## src/pkg/cse_defines.svh

```systemverilog
// offsets, field positions, opcodes, status bit positions, busy bit and response codes
`ifndef CSE_DEFINES_SVH
`define CSE_DEFINES_SVH
// byte offsets on the register bus
`define CSE_OFF_INSTR   12'h000
`define CSE_OFF_ACC     12'h004
`define CSE_OFF_STATUS  12'h008
`define CSE_OFF_PC      12'h00C
`define CSE_OFF_PCLATCH 12'h010
`define CSE_OFF_STK_TOP 12'h014
`define CSE_OFF_WDT     12'h018
`define CSE_OFF_FILE    12'h200
// instruction word fields
`define CSE_OP_MSB      15
`define CSE_OP_LSB      12
`define CSE_DEST_BIT    10
`define CSE_BSEL_MSB    9
`define CSE_BSEL_LSB    7
// opcodes
`define CSE_OP_NOP      4'h0
`define CSE_OP_ADD_LIT  4'h1
`define CSE_OP_AND_LIT  4'h2
`define CSE_OP_ADD_FILE 4'h3
`define CSE_OP_AND_FILE 4'h4
`define CSE_OP_BCLR     4'h5
`define CSE_OP_BSET     4'h6
`define CSE_OP_SKIP_ONE 4'h7
`define CSE_OP_SKIP_ZRO 4'h8
`define CSE_OP_CLR_FILE 4'h9
`define CSE_OP_CLR_ACC  4'hA
`define CSE_OP_CALL     4'hB
`define CSE_OP_WDT_CLR  4'hC
// status register bit positions
`define CSE_ST_C        0
`define CSE_ST_HC       1
`define CSE_ST_Z        2
`define CSE_ST_PDN      3
`define CSE_ST_TMO      4
// instruction read-back busy bit
`define CSE_BUSY_BIT    31
// axi responses
`define CSE_RESP_OKAY   2'h0
`define CSE_RESP_DECERR 2'h3
`endif

```

## src/pkg/cse_pkg.sv

```systemverilog
// types shared by the subset executor modules
package cse_pkg;
   typedef enum logic [1:0] {ST_IDLE, ST_EXEC, ST_SECOND} cse_state_t;
   typedef enum logic [3:0] {SEL_INSTR, SEL_ACC, SEL_STATUS, SEL_PC, SEL_PCLATCH,
                             SEL_STK_TOP, SEL_WDT, SEL_FILE, SEL_NONE} cse_sel_t;
   typedef struct packed {
      cse_state_t  st;
      logic [15:0] instr;
      logic [7:0]  acc;
      logic        c;
      logic        hc;
      logic        z;
      logic        pdn;
      logic        tmo;
      logic [12:0] pc;
      logic [4:0]  pclatch;
      logic [7:0]  wdt_cnt;
      logic [7:0]  wdt_pre;
      logic        bvalid;
      logic [1:0]  bresp;
      logic        rvalid;
      logic [1:0]  rresp;
      logic [31:0] rdata;
   } cse_core_t;
   typedef struct packed {
      logic [2:0]       ptr;
      logic [7:0][12:0] lvl;
   } cse_stack_t;
endpackage

```

## src/pkg/cse_core_if.sv

```systemverilog
// signals between the executor core, its alu and its return stack
`timescale 1ns/1ps
interface cse_core_if;
   logic [3:0]  op;
   logic [7:0]  acc;
   logic [7:0]  fval;
   logic [7:0]  lit;
   logic [2:0]  bsel;
   logic [7:0]  result;
   logic        cout;
   logic        dcout;
   logic        skip;
   logic        push;
   logic [12:0] push_val;
   logic [12:0] top;
   modport core (output op, acc, fval, lit, bsel, push, push_val,
                 input result, cout, dcout, skip, top);
   modport alu  (input op, acc, fval, lit, bsel, output result, cout, dcout, skip);
   modport stk  (input push, push_val, output top);
endinterface

```

## src/hw/cse_alu.sv

```systemverilog
// arithmetic, logic and bit-test unit
`timescale 1ns/1ps
`include "cse_defines.svh"
module cse_alu
   import cse_pkg::*;
(
   // operands and results
   cse_core_if.alu u
);
   logic [8:0] sum;
   logic [4:0] half;
   logic [7:0] opnd;

   function automatic logic [7:0] bit_mask(input logic [2:0] b);
      bit_mask = 8'h01 << b;
   endfunction

   always_comb begin
      opnd = (u.op == `CSE_OP_ADD_LIT || u.op == `CSE_OP_AND_LIT) ? u.lit : u.fval;
      // carry out of bit 7 and bit 3
      sum = {1'b0, u.acc} + {1'b0, opnd};
      half = {1'b0, u.acc[3:0]} + {1'b0, opnd[3:0]};
      u.cout = sum[8];
      u.dcout = half[4];
      u.skip = 1'b0;
      u.result = 8'h00;
      case (u.op)
         `CSE_OP_ADD_LIT, `CSE_OP_ADD_FILE: u.result = sum[7:0];
         `CSE_OP_AND_LIT, `CSE_OP_AND_FILE: u.result = u.acc & opnd;
         `CSE_OP_BCLR: u.result = u.fval & ~bit_mask(u.bsel);
         `CSE_OP_BSET: u.result = u.fval | bit_mask(u.bsel);
         // skip when tested bit is one
         `CSE_OP_SKIP_ONE: u.skip = |(u.fval & bit_mask(u.bsel));
         // skip when tested bit is zero
         `CSE_OP_SKIP_ZRO: u.skip = ~|(u.fval & bit_mask(u.bsel));
         default: u.result = 8'h00;
      endcase
   end
endmodule

```

## src/hw/cse_stack.sv

```systemverilog
// eight-level circular return stack
`timescale 1ns/1ps
`include "cse_defines.svh"
module cse_stack
   import cse_pkg::*;
(
   // clock and reset
   input wire logic aclk,
   input wire logic aresetn,
   // push port and top of stack
   cse_core_if.stk  s
);
   cse_stack_t r;
   cse_stack_t n;

   always_comb begin
      n = r;
      // push return address, ninth push overwrites the first
      if (s.push) begin
         n.lvl[r.ptr] = s.push_val;
         n.ptr = r.ptr + 3'h1;
      end
   end

   always_ff @(posedge aclk) begin
      if (!aresetn) begin
         r <= '0;
      end else begin
         r <= n;
      end
   end

   assign s.top = r.lvl[r.ptr - 3'h1];
endmodule

```

## src/hw/cse_core_exec.sv

```systemverilog
// instruction subset executor with axi4-lite register access
`timescale 1ns/1ps
`include "cse_defines.svh"
module cse_core_exec
   import cse_pkg::*;
(
   // clock and reset
   input  wire logic        aclk,
   input  wire logic        aresetn,
   // write address channel
   input  wire logic [11:0] s_axi_awaddr,
   input  wire logic        s_axi_awvalid,
   output logic             s_axi_awready,
   // write data channel
   input  wire logic [31:0] s_axi_wdata,
   input  wire logic [3:0]  s_axi_wstrb,
   input  wire logic        s_axi_wvalid,
   output logic             s_axi_wready,
   // write response channel
   output logic [1:0]       s_axi_bresp,
   output logic             s_axi_bvalid,
   input  wire logic        s_axi_bready,
   // read address channel
   input  wire logic [11:0] s_axi_araddr,
   input  wire logic        s_axi_arvalid,
   output logic             s_axi_arready,
   // read data channel
   output logic [31:0]      s_axi_rdata,
   output logic [1:0]       s_axi_rresp,
   output logic             s_axi_rvalid,
   input  wire logic        s_axi_rready
);
   cse_core_t  r;
   cse_core_t  n;
   cse_core_if u ();
   logic [7:0] fmem [0:127];
   logic       mem_we;
   logic [6:0] mem_wa;
   logic [7:0] mem_wd;
   logic       wr_take;
   logic       rd_take;
   cse_sel_t   wsel;
   cse_sel_t   rsel;
   logic [3:0] op;
   logic [6:0] faddr;
   logic       dest;

   cse_alu   u_alu   (.u(u));
   cse_stack u_stack (.aclk(aclk), .aresetn(aresetn), .s(u));

   function automatic cse_sel_t decode(input logic [11:0] a);
      if (a == `CSE_OFF_INSTR) begin
         decode = SEL_INSTR;
      end else if (a == `CSE_OFF_ACC) begin
         decode = SEL_ACC;
      end else if (a == `CSE_OFF_STATUS) begin
         decode = SEL_STATUS;
      end else if (a == `CSE_OFF_PC) begin
         decode = SEL_PC;
      end else if (a == `CSE_OFF_PCLATCH) begin
         decode = SEL_PCLATCH;
      end else if (a == `CSE_OFF_STK_TOP) begin
         decode = SEL_STK_TOP;
      end else if (a == `CSE_OFF_WDT) begin
         decode = SEL_WDT;
      end else if (a[11:9] == 3'(`CSE_OFF_FILE >> 9) && a[1:0] == 2'h0) begin
         decode = SEL_FILE;
      end else begin
         decode = SEL_NONE;
      end
   endfunction

   assign op = r.instr[`CSE_OP_MSB:`CSE_OP_LSB];
   assign faddr = r.instr[6:0];
   assign dest = r.instr[`CSE_DEST_BIT];
   assign wsel = decode(s_axi_awaddr);
   assign rsel = decode(s_axi_araddr);
   // writes wait while an instruction is in flight
   assign wr_take = s_axi_awvalid && s_axi_wvalid && !r.bvalid && r.st == ST_IDLE;
   assign rd_take = s_axi_arvalid && !r.rvalid;
   assign s_axi_awready = wr_take;
   assign s_axi_wready = wr_take;
   assign s_axi_arready = rd_take;
   assign s_axi_bvalid = r.bvalid;
   assign s_axi_bresp = r.bresp;
   assign s_axi_rvalid = r.rvalid;
   assign s_axi_rresp = r.rresp;
   assign s_axi_rdata = r.rdata;

   assign u.op = op;
   assign u.acc = r.acc;
   assign u.fval = fmem[faddr];
   assign u.lit = r.instr[7:0];
   assign u.bsel = r.instr[`CSE_BSEL_MSB:`CSE_BSEL_LSB];
   assign u.push = r.st == ST_EXEC && op == `CSE_OP_CALL;
   assign u.push_val = r.pc + 13'h0001;

   always_comb begin
      n = r;
      mem_we = 1'b0;
      mem_wa = faddr;
      mem_wd = 8'h00;
      // free-running watchdog, timeout drops on count wrap
      n.wdt_pre = r.wdt_pre + 8'h01;
      if (r.wdt_pre == 8'hFF) begin
         n.wdt_cnt = r.wdt_cnt + 8'h01;
         if (r.wdt_cnt == 8'hFF) begin
            n.tmo = 1'b0;
         end
      end
      if (r.bvalid && s_axi_bready) begin
         n.bvalid = 1'b0;
      end
      if (r.rvalid && s_axi_rready) begin
         n.rvalid = 1'b0;
      end
      if (wr_take) begin
         n.bvalid = 1'b1;
         n.bresp = (wsel == SEL_NONE) ? `CSE_RESP_DECERR : `CSE_RESP_OKAY;
         case (wsel)
            SEL_INSTR: begin
               if (s_axi_wstrb[1:0] == 2'h3) begin
                  n.instr = s_axi_wdata[15:0];
                  n.st = ST_EXEC;
               end
            end
            SEL_ACC: begin
               if (s_axi_wstrb[0]) begin
                  n.acc = s_axi_wdata[7:0];
               end
            end
            SEL_STATUS: begin
               if (s_axi_wstrb[0]) begin
                  n.c = s_axi_wdata[`CSE_ST_C];
                  n.hc = s_axi_wdata[`CSE_ST_HC];
                  n.z = s_axi_wdata[`CSE_ST_Z];
                  n.pdn = s_axi_wdata[`CSE_ST_PDN];
                  n.tmo = s_axi_wdata[`CSE_ST_TMO];
               end
            end
            SEL_PC: begin
               if (s_axi_wstrb[0]) begin
                  n.pc[7:0] = s_axi_wdata[7:0];
               end
               if (s_axi_wstrb[1]) begin
                  n.pc[12:8] = s_axi_wdata[12:8];
               end
            end
            SEL_PCLATCH: begin
               if (s_axi_wstrb[0]) begin
                  n.pclatch = s_axi_wdata[4:0];
               end
            end
            SEL_FILE: begin
               mem_we = s_axi_wstrb[0];
               mem_wa = s_axi_awaddr[8:2];
               mem_wd = s_axi_wdata[7:0];
            end
            default: n.bresp = n.bresp;
         endcase
      end
      if (rd_take) begin
         n.rvalid = 1'b1;
         n.rresp = `CSE_RESP_OKAY;
         n.rdata = 32'h0000_0000;
         if (rsel == SEL_INSTR) begin
            n.rdata[15:0] = r.instr;
            n.rdata[`CSE_BUSY_BIT] = r.st != ST_IDLE;
         end else if (rsel == SEL_ACC) begin
            n.rdata[7:0] = r.acc;
         end else if (rsel == SEL_STATUS) begin
            n.rdata[4:0] = {r.tmo, r.pdn, r.z, r.hc, r.c};
         end else if (rsel == SEL_PC) begin
            n.rdata[12:0] = r.pc;
         end else if (rsel == SEL_PCLATCH) begin
            n.rdata[4:0] = r.pclatch;
         end else if (rsel == SEL_STK_TOP) begin
            n.rdata[12:0] = u.top;
         end else if (rsel == SEL_WDT) begin
            n.rdata[15:0] = {r.wdt_pre, r.wdt_cnt};
         end else if (rsel == SEL_FILE) begin
            n.rdata[7:0] = fmem[s_axi_araddr[8:2]];
         end else begin
            n.rresp = `CSE_RESP_DECERR;
         end
      end
      case (r.st)
         ST_IDLE: n.st = n.st;
         ST_EXEC: begin
            n.st = ST_IDLE;
            n.pc = r.pc + 13'h0001;
            case (op)
               `CSE_OP_ADD_LIT: begin
                  n.acc = u.result;
                  n.c = u.cout;
                  n.hc = u.dcout;
                  n.z = u.result == 8'h00;
               end
               `CSE_OP_AND_LIT: begin
                  n.acc = u.result;
                  n.z = u.result == 8'h00;
               end
               `CSE_OP_ADD_FILE, `CSE_OP_AND_FILE: begin
                  n.z = u.result == 8'h00;
                  if (op == `CSE_OP_ADD_FILE) begin
                     n.c = u.cout;
                     n.hc = u.dcout;
                  end
                  if (dest) begin
                     mem_we = 1'b1;
                     mem_wd = u.result;
                  end else begin
                     n.acc = u.result;
                  end
               end
               `CSE_OP_BCLR, `CSE_OP_BSET: begin
                  mem_we = 1'b1;
                  mem_wd = u.result;
               end
               `CSE_OP_SKIP_ONE, `CSE_OP_SKIP_ZRO: begin
                  // taken skip steps over and adds a nop cycle
                  if (u.skip) begin
                     n.pc = r.pc + 13'h0002;
                     n.st = ST_SECOND;
                  end
               end
               `CSE_OP_CLR_FILE: begin
                  mem_we = 1'b1;
                  mem_wd = 8'h00;
                  n.z = 1'b1;
               end
               `CSE_OP_CLR_ACC: begin
                  n.acc = 8'h00;
                  n.z = 1'b1;
               end
               // page bits from latch, two cycles
               `CSE_OP_CALL: begin
                  n.pc = {r.pclatch[4:3], r.instr[10:0]};
                  n.st = ST_SECOND;
               end
               `CSE_OP_WDT_CLR: begin
                  n.wdt_cnt = 8'h00;
                  n.wdt_pre = 8'h00;
                  n.tmo = 1'b1;
                  n.pdn = 1'b1;
               end
               default: n.st = ST_IDLE;
            endcase
         end
         ST_SECOND: n.st = ST_IDLE;
         default: n.st = ST_IDLE;
      endcase
   end

   always_ff @(posedge aclk) begin
      if (!aresetn) begin
         r <= '0;
         r.tmo <= 1'b1;
         r.pdn <= 1'b1;
      end else begin
         r <= n;
      end
   end

   always_ff @(posedge aclk) begin
      if (mem_we) begin
         fmem[mem_wa] <= mem_wd;
      end
   end

   logic exec;
   assign exec = r.st == ST_EXEC;
endmodule

```

## config.mk

```make
export PLATFORM = sky130hd
export DESIGN_NAME = cse_core_exec
export DESIGN_NICKNAME = d
export VERILOG_FILES = /design/src/pkg/cse_pkg.sv /design/src/pkg/cse_core_if.sv /design/src/hw/cse_alu.sv /design/src/hw/cse_stack.sv /design/src/hw/cse_core_exec.sv
export VERILOG_INCLUDE_DIRS = /design/src /design/src/pkg
export SDC_FILE = /design/constraint.sdc
export NUM_CORES = 2
export LEC_CHECK = 0
export BUFFER_PORTS_ARGS = -buffer_cell sky130_fd_sc_hd__buf_2
export CAP_MARGIN = 20
export CORE_MARGIN = 2
export CORE_UTILIZATION = 50
export DETAILED_ROUTE_END_ITERATION = 8
export GPL_TIMING_DRIVEN = 0
export PLACE_DENSITY = 0.75
export SYNTH_ARGS = -nofsm -noshare
export SYNTH_HDL_FRONTEND = slang
export SYNTH_SLANG_ARGS = --single-unit
```

## constraint.sdc

```tcl
create_clock -name aclk -period 16.1 [get_ports aclk]
set_input_delay 3.22 -clock aclk [delete_from_list [all_inputs] [get_ports aclk]]
set_output_delay 3.22 -clock aclk [all_outputs]
set_load 0.01 [all_outputs]
```

==> results.yml <==
outcome:
  run_status: "finished, final reports clean"
clock_tree:
  cts.repair_timing.setup_buffer_count: 0
  clock_latency_ns: 0.80
  clk_path_buf_depth: 3
  cts.hold.buffers_added: 0
  clock_tree_from_tritoncts: "built"
  post_cts_resized: 0
  clock_tree.htree_level_count: 4
  ctsRootBufferMaster: "clkbuf_16"
  cts_inserted_buffers: 132
  cts.reportedPaths.clkPinSlew_ns: 0.06
  cts.sinks: 1224
floorplan:
  io_pins: 108
  fp.dieH_um: 347
  die_area_um2: 121000
  initial_core_util_pct: 50.6
  fp-row-count: 125
  chip_width_um: 347
  placeableCoreArea_um2: 117000
timing:
  final-setup-viol-count: 0
  worst_slew_margin_rel_pct: 2.19
  post-route-min-period_ns: 10.08
  max_freq_mhz: 99.2
  final.setup.worst_slack_ns: 6.02
  fin_tns_setup_ns: 0
  worst_slew_pin_slew_ns: 1.47
  timing.final.crit_share_pct: 62.6
  clock_skew_ns: 0.0369
  final_hold_viol_count: 0
  final_max_slew_viol_count: 0
  grt_setup_unrepaired: "false"
pwr:
  leakage_uw: 0.0180
  intPower_uw: 5100
  switching_part_of_the_total_pct: 23.0
  power.clock.fraction_pct: 45.3
  ir_worst_vdd_uv: 134
  power_per_cell_area_nw_per_um2: 98.9
  switching_power_uw: 1530
  power.combinational.fraction_pct: 3.6
  post-layout-total-power_uw: 6630
  seq_power_share_pct: 51.1
layout:
  area_growth_syn_to_layout_pct: 13.8
  final_util_pct: 57.6
  stdcell_area_um2: 67100
  design.final.nets: 4141
  drive_gt1_share_pct: 26.8
critical_path:
  worstPathArrival_ns: 10.58
  timing_worst_setup_path_type: "reg2reg"
  crit_path_end_kind: "flop"
  worst-path-max-fanout: 46
  required_ns: 16.60
  critical_path.startpoint_type: "flop"
placement:
  place_worst_setup_slack_ns: 7.06
  port_buffers: 67
  detailed_place.area_um2: 62600
  hpwl_mm: 180
  globalplace.congestion: 1.08
synth:
  leading_cell_type_by_number_of_instances_after_synthesis: "edfxtp_1"
  async_reset_ff_share_pct: 0
  netlist_top_cells_area: "edfxtp_1 (52%), mux4_2 (21%), dfxtp_1 (6.8%)"
  post_synth_edffs: 1024
  syn_area_um2: 58900
  synth_cells: 3734
  synth_top_cells_by_count: "edfxtp_1 (1024), mux4_2 (542), nor2_1 (353), mux2i_1 (259), dfxtp_1 (200)"
  synth_largest_type_area_fraction_pct: 52.2
  synth_top_area_cell: "edfxtp_1"
  yosysSeqAreaShare_pct: 59.0
  synth_cell_types: 74
  synth-main-ff-cell: "edfxtp_1"
  ys_warn_count: 0
  yosys_register_bits: 1224
  synth_area_per_cell_um2: 15.8
routing:
  ant_nets: 0
  num_vias: 43300
  average_vias_per_placed_instance: 7.60
  wl_per_cell_um: 44.7
  routed_wl_mm: 255
  drc: 0
  drt_iter0_markers: 8728
  detailedRoute.firstPassIterationCount: 9
min_path:
  holdCritPathClass: "reg2reg"
grt:
  groute.usage.overall_pct: 41.9
  grt_pass1_vias: 40100
  overflow: 0
  antenna_found_initial: 19
  grt_first_pass_wirelength_mm: 339
  grt_max_degree: 81
job:
  drv_cap: 0
[cells by family after synthesis]
group	after synthesis	share of synthesized area, %
and+or+nand+nor	810	6.21
DFF	1224	59.0
xor gates and xnor gates	40	0.594
AOI/OAI and AO/OA	477	5.65
other	1	0.00636
muxes	827	25.6
adders and majority gates	15	0.331
buffers and inverters	340	2.63
[metrics by stage]
step | hold slack, ns | std cells
after CTS | 0.484 | 5657
after floorplan | 0.432 | 3748
after global routing | 0.512 | 5689
final | 0.490 | 5696
after global placement | 0.454 | 5339
after detailed placement | 0.475 | 5420
[layout make-up]
type	count	area, um2
fill	8847	49500
antenna	10	25.0
buffer	322	1550
clock buffer	165	3520
multi-input combinational	2184	22800
inverter	18	67.6
tap	1524	1910
clock inverter	72	646
timing repair buffer	177	1790
sequential	1224	34800
[layer usage]
| metal | global-route usage, % | wire (um) | up-vias |
|---|---|---|---|
| met5 | 0.640 | 292 | - |
| met4 | 32.6 | 25400 | 24 |
| met3 | 22.2 | 46200 | 1180 |
| met2 | 56.1 | 102000 | 4543 |
| met1 | 50.4 | 81400 | 21700 |
| li1 | - | - | 15800 |
[final timing paths]
check | from | end | slack [ns] | cells past startpoint
max reg2reg | flop | fmem[12][6] | 6.02 | 24
min reg2reg | u_stack.r[65] | u_stack.r[65] | 0.49 | 2
max | flop | fmem[12][6] | 6.02 | 24
min | u_stack.r[65] | u_stack.r[65] | 0.49 | 2
[power groups by stage]
stage / logic, uW / clock network (uW) / registers, uW
5_1_grt: 229 / 3100 / 3390
4_1_cts: 217 / 2970 / 3390
3_5_place_dp: 217 / 0 / 3460
2_1_floorplan: 105 / 0 / 3460
6_report: 236 / 3000 / 3390
3_3_place_gp: 211 / 0 / 3460
[worst max-delay path, stage by stage, from the launching register on]
cell and delay, ns:
dfxtp_1 0.33, buf_2 0.56, buf_2 0.83, buf_2 0.76
buf_2 0.89, mux2i_1 0.35, a22oi_1 0.20, a221oi_1 1.16
a31oi_1 0.06, o21ai_0 0.82, mux2i_1 0.33, mux2_2 0.35
ha_1 0.23, fa_1 0.44, a21oi_1 0.15, nor2_1 0.05
nor2_1 0.19, inv_1 0.12, a21o_1 0.20, a21oi_1 0.23
xnor2_1 0.10, a222oi_1 0.70, o21ai_4 0.24, buf_12 0.23
buf_12 0.20
[cell usage in the layout, fill, tap and decap left out, types with 18 or more instances in the layout]
master     count
nand3_1      102
a31oi_1       18
a211oi_1      93
nand2b_1      22
buf_1         20
mux2i_1      259
edfxtp_1    1024
o21ai_0       74
nand2_1      160
buf_6         40
nand4_1       25
clkbuf_16    133
nor2b_1       34
buf_8         20
clkbuf_1     167
clkinv_1      27
nor2_1       351
buf_4         71
buf_2        158
mux4_2       542
nor3_1        32
dfxtp_1      200
a21oi_1       64
a221oi_1      18
mux2_2        26
a22oi_1       94
xnor2_1       24
clkbuf_2      24
[registers in the layout, summed over array words and instances (netlist names), named ones only]
name,cells
fmem,1024
dest,1
u.acc,8
r,45
s_axi_bresp,1
u_stack.r,107
s_axi_rresp,1
op,4
s_axi_bvalid,1
s_axi_rvalid,1
faddr,7
s_axi_rdata,17
No activity file was read; power rests on OpenSTA's default activity.
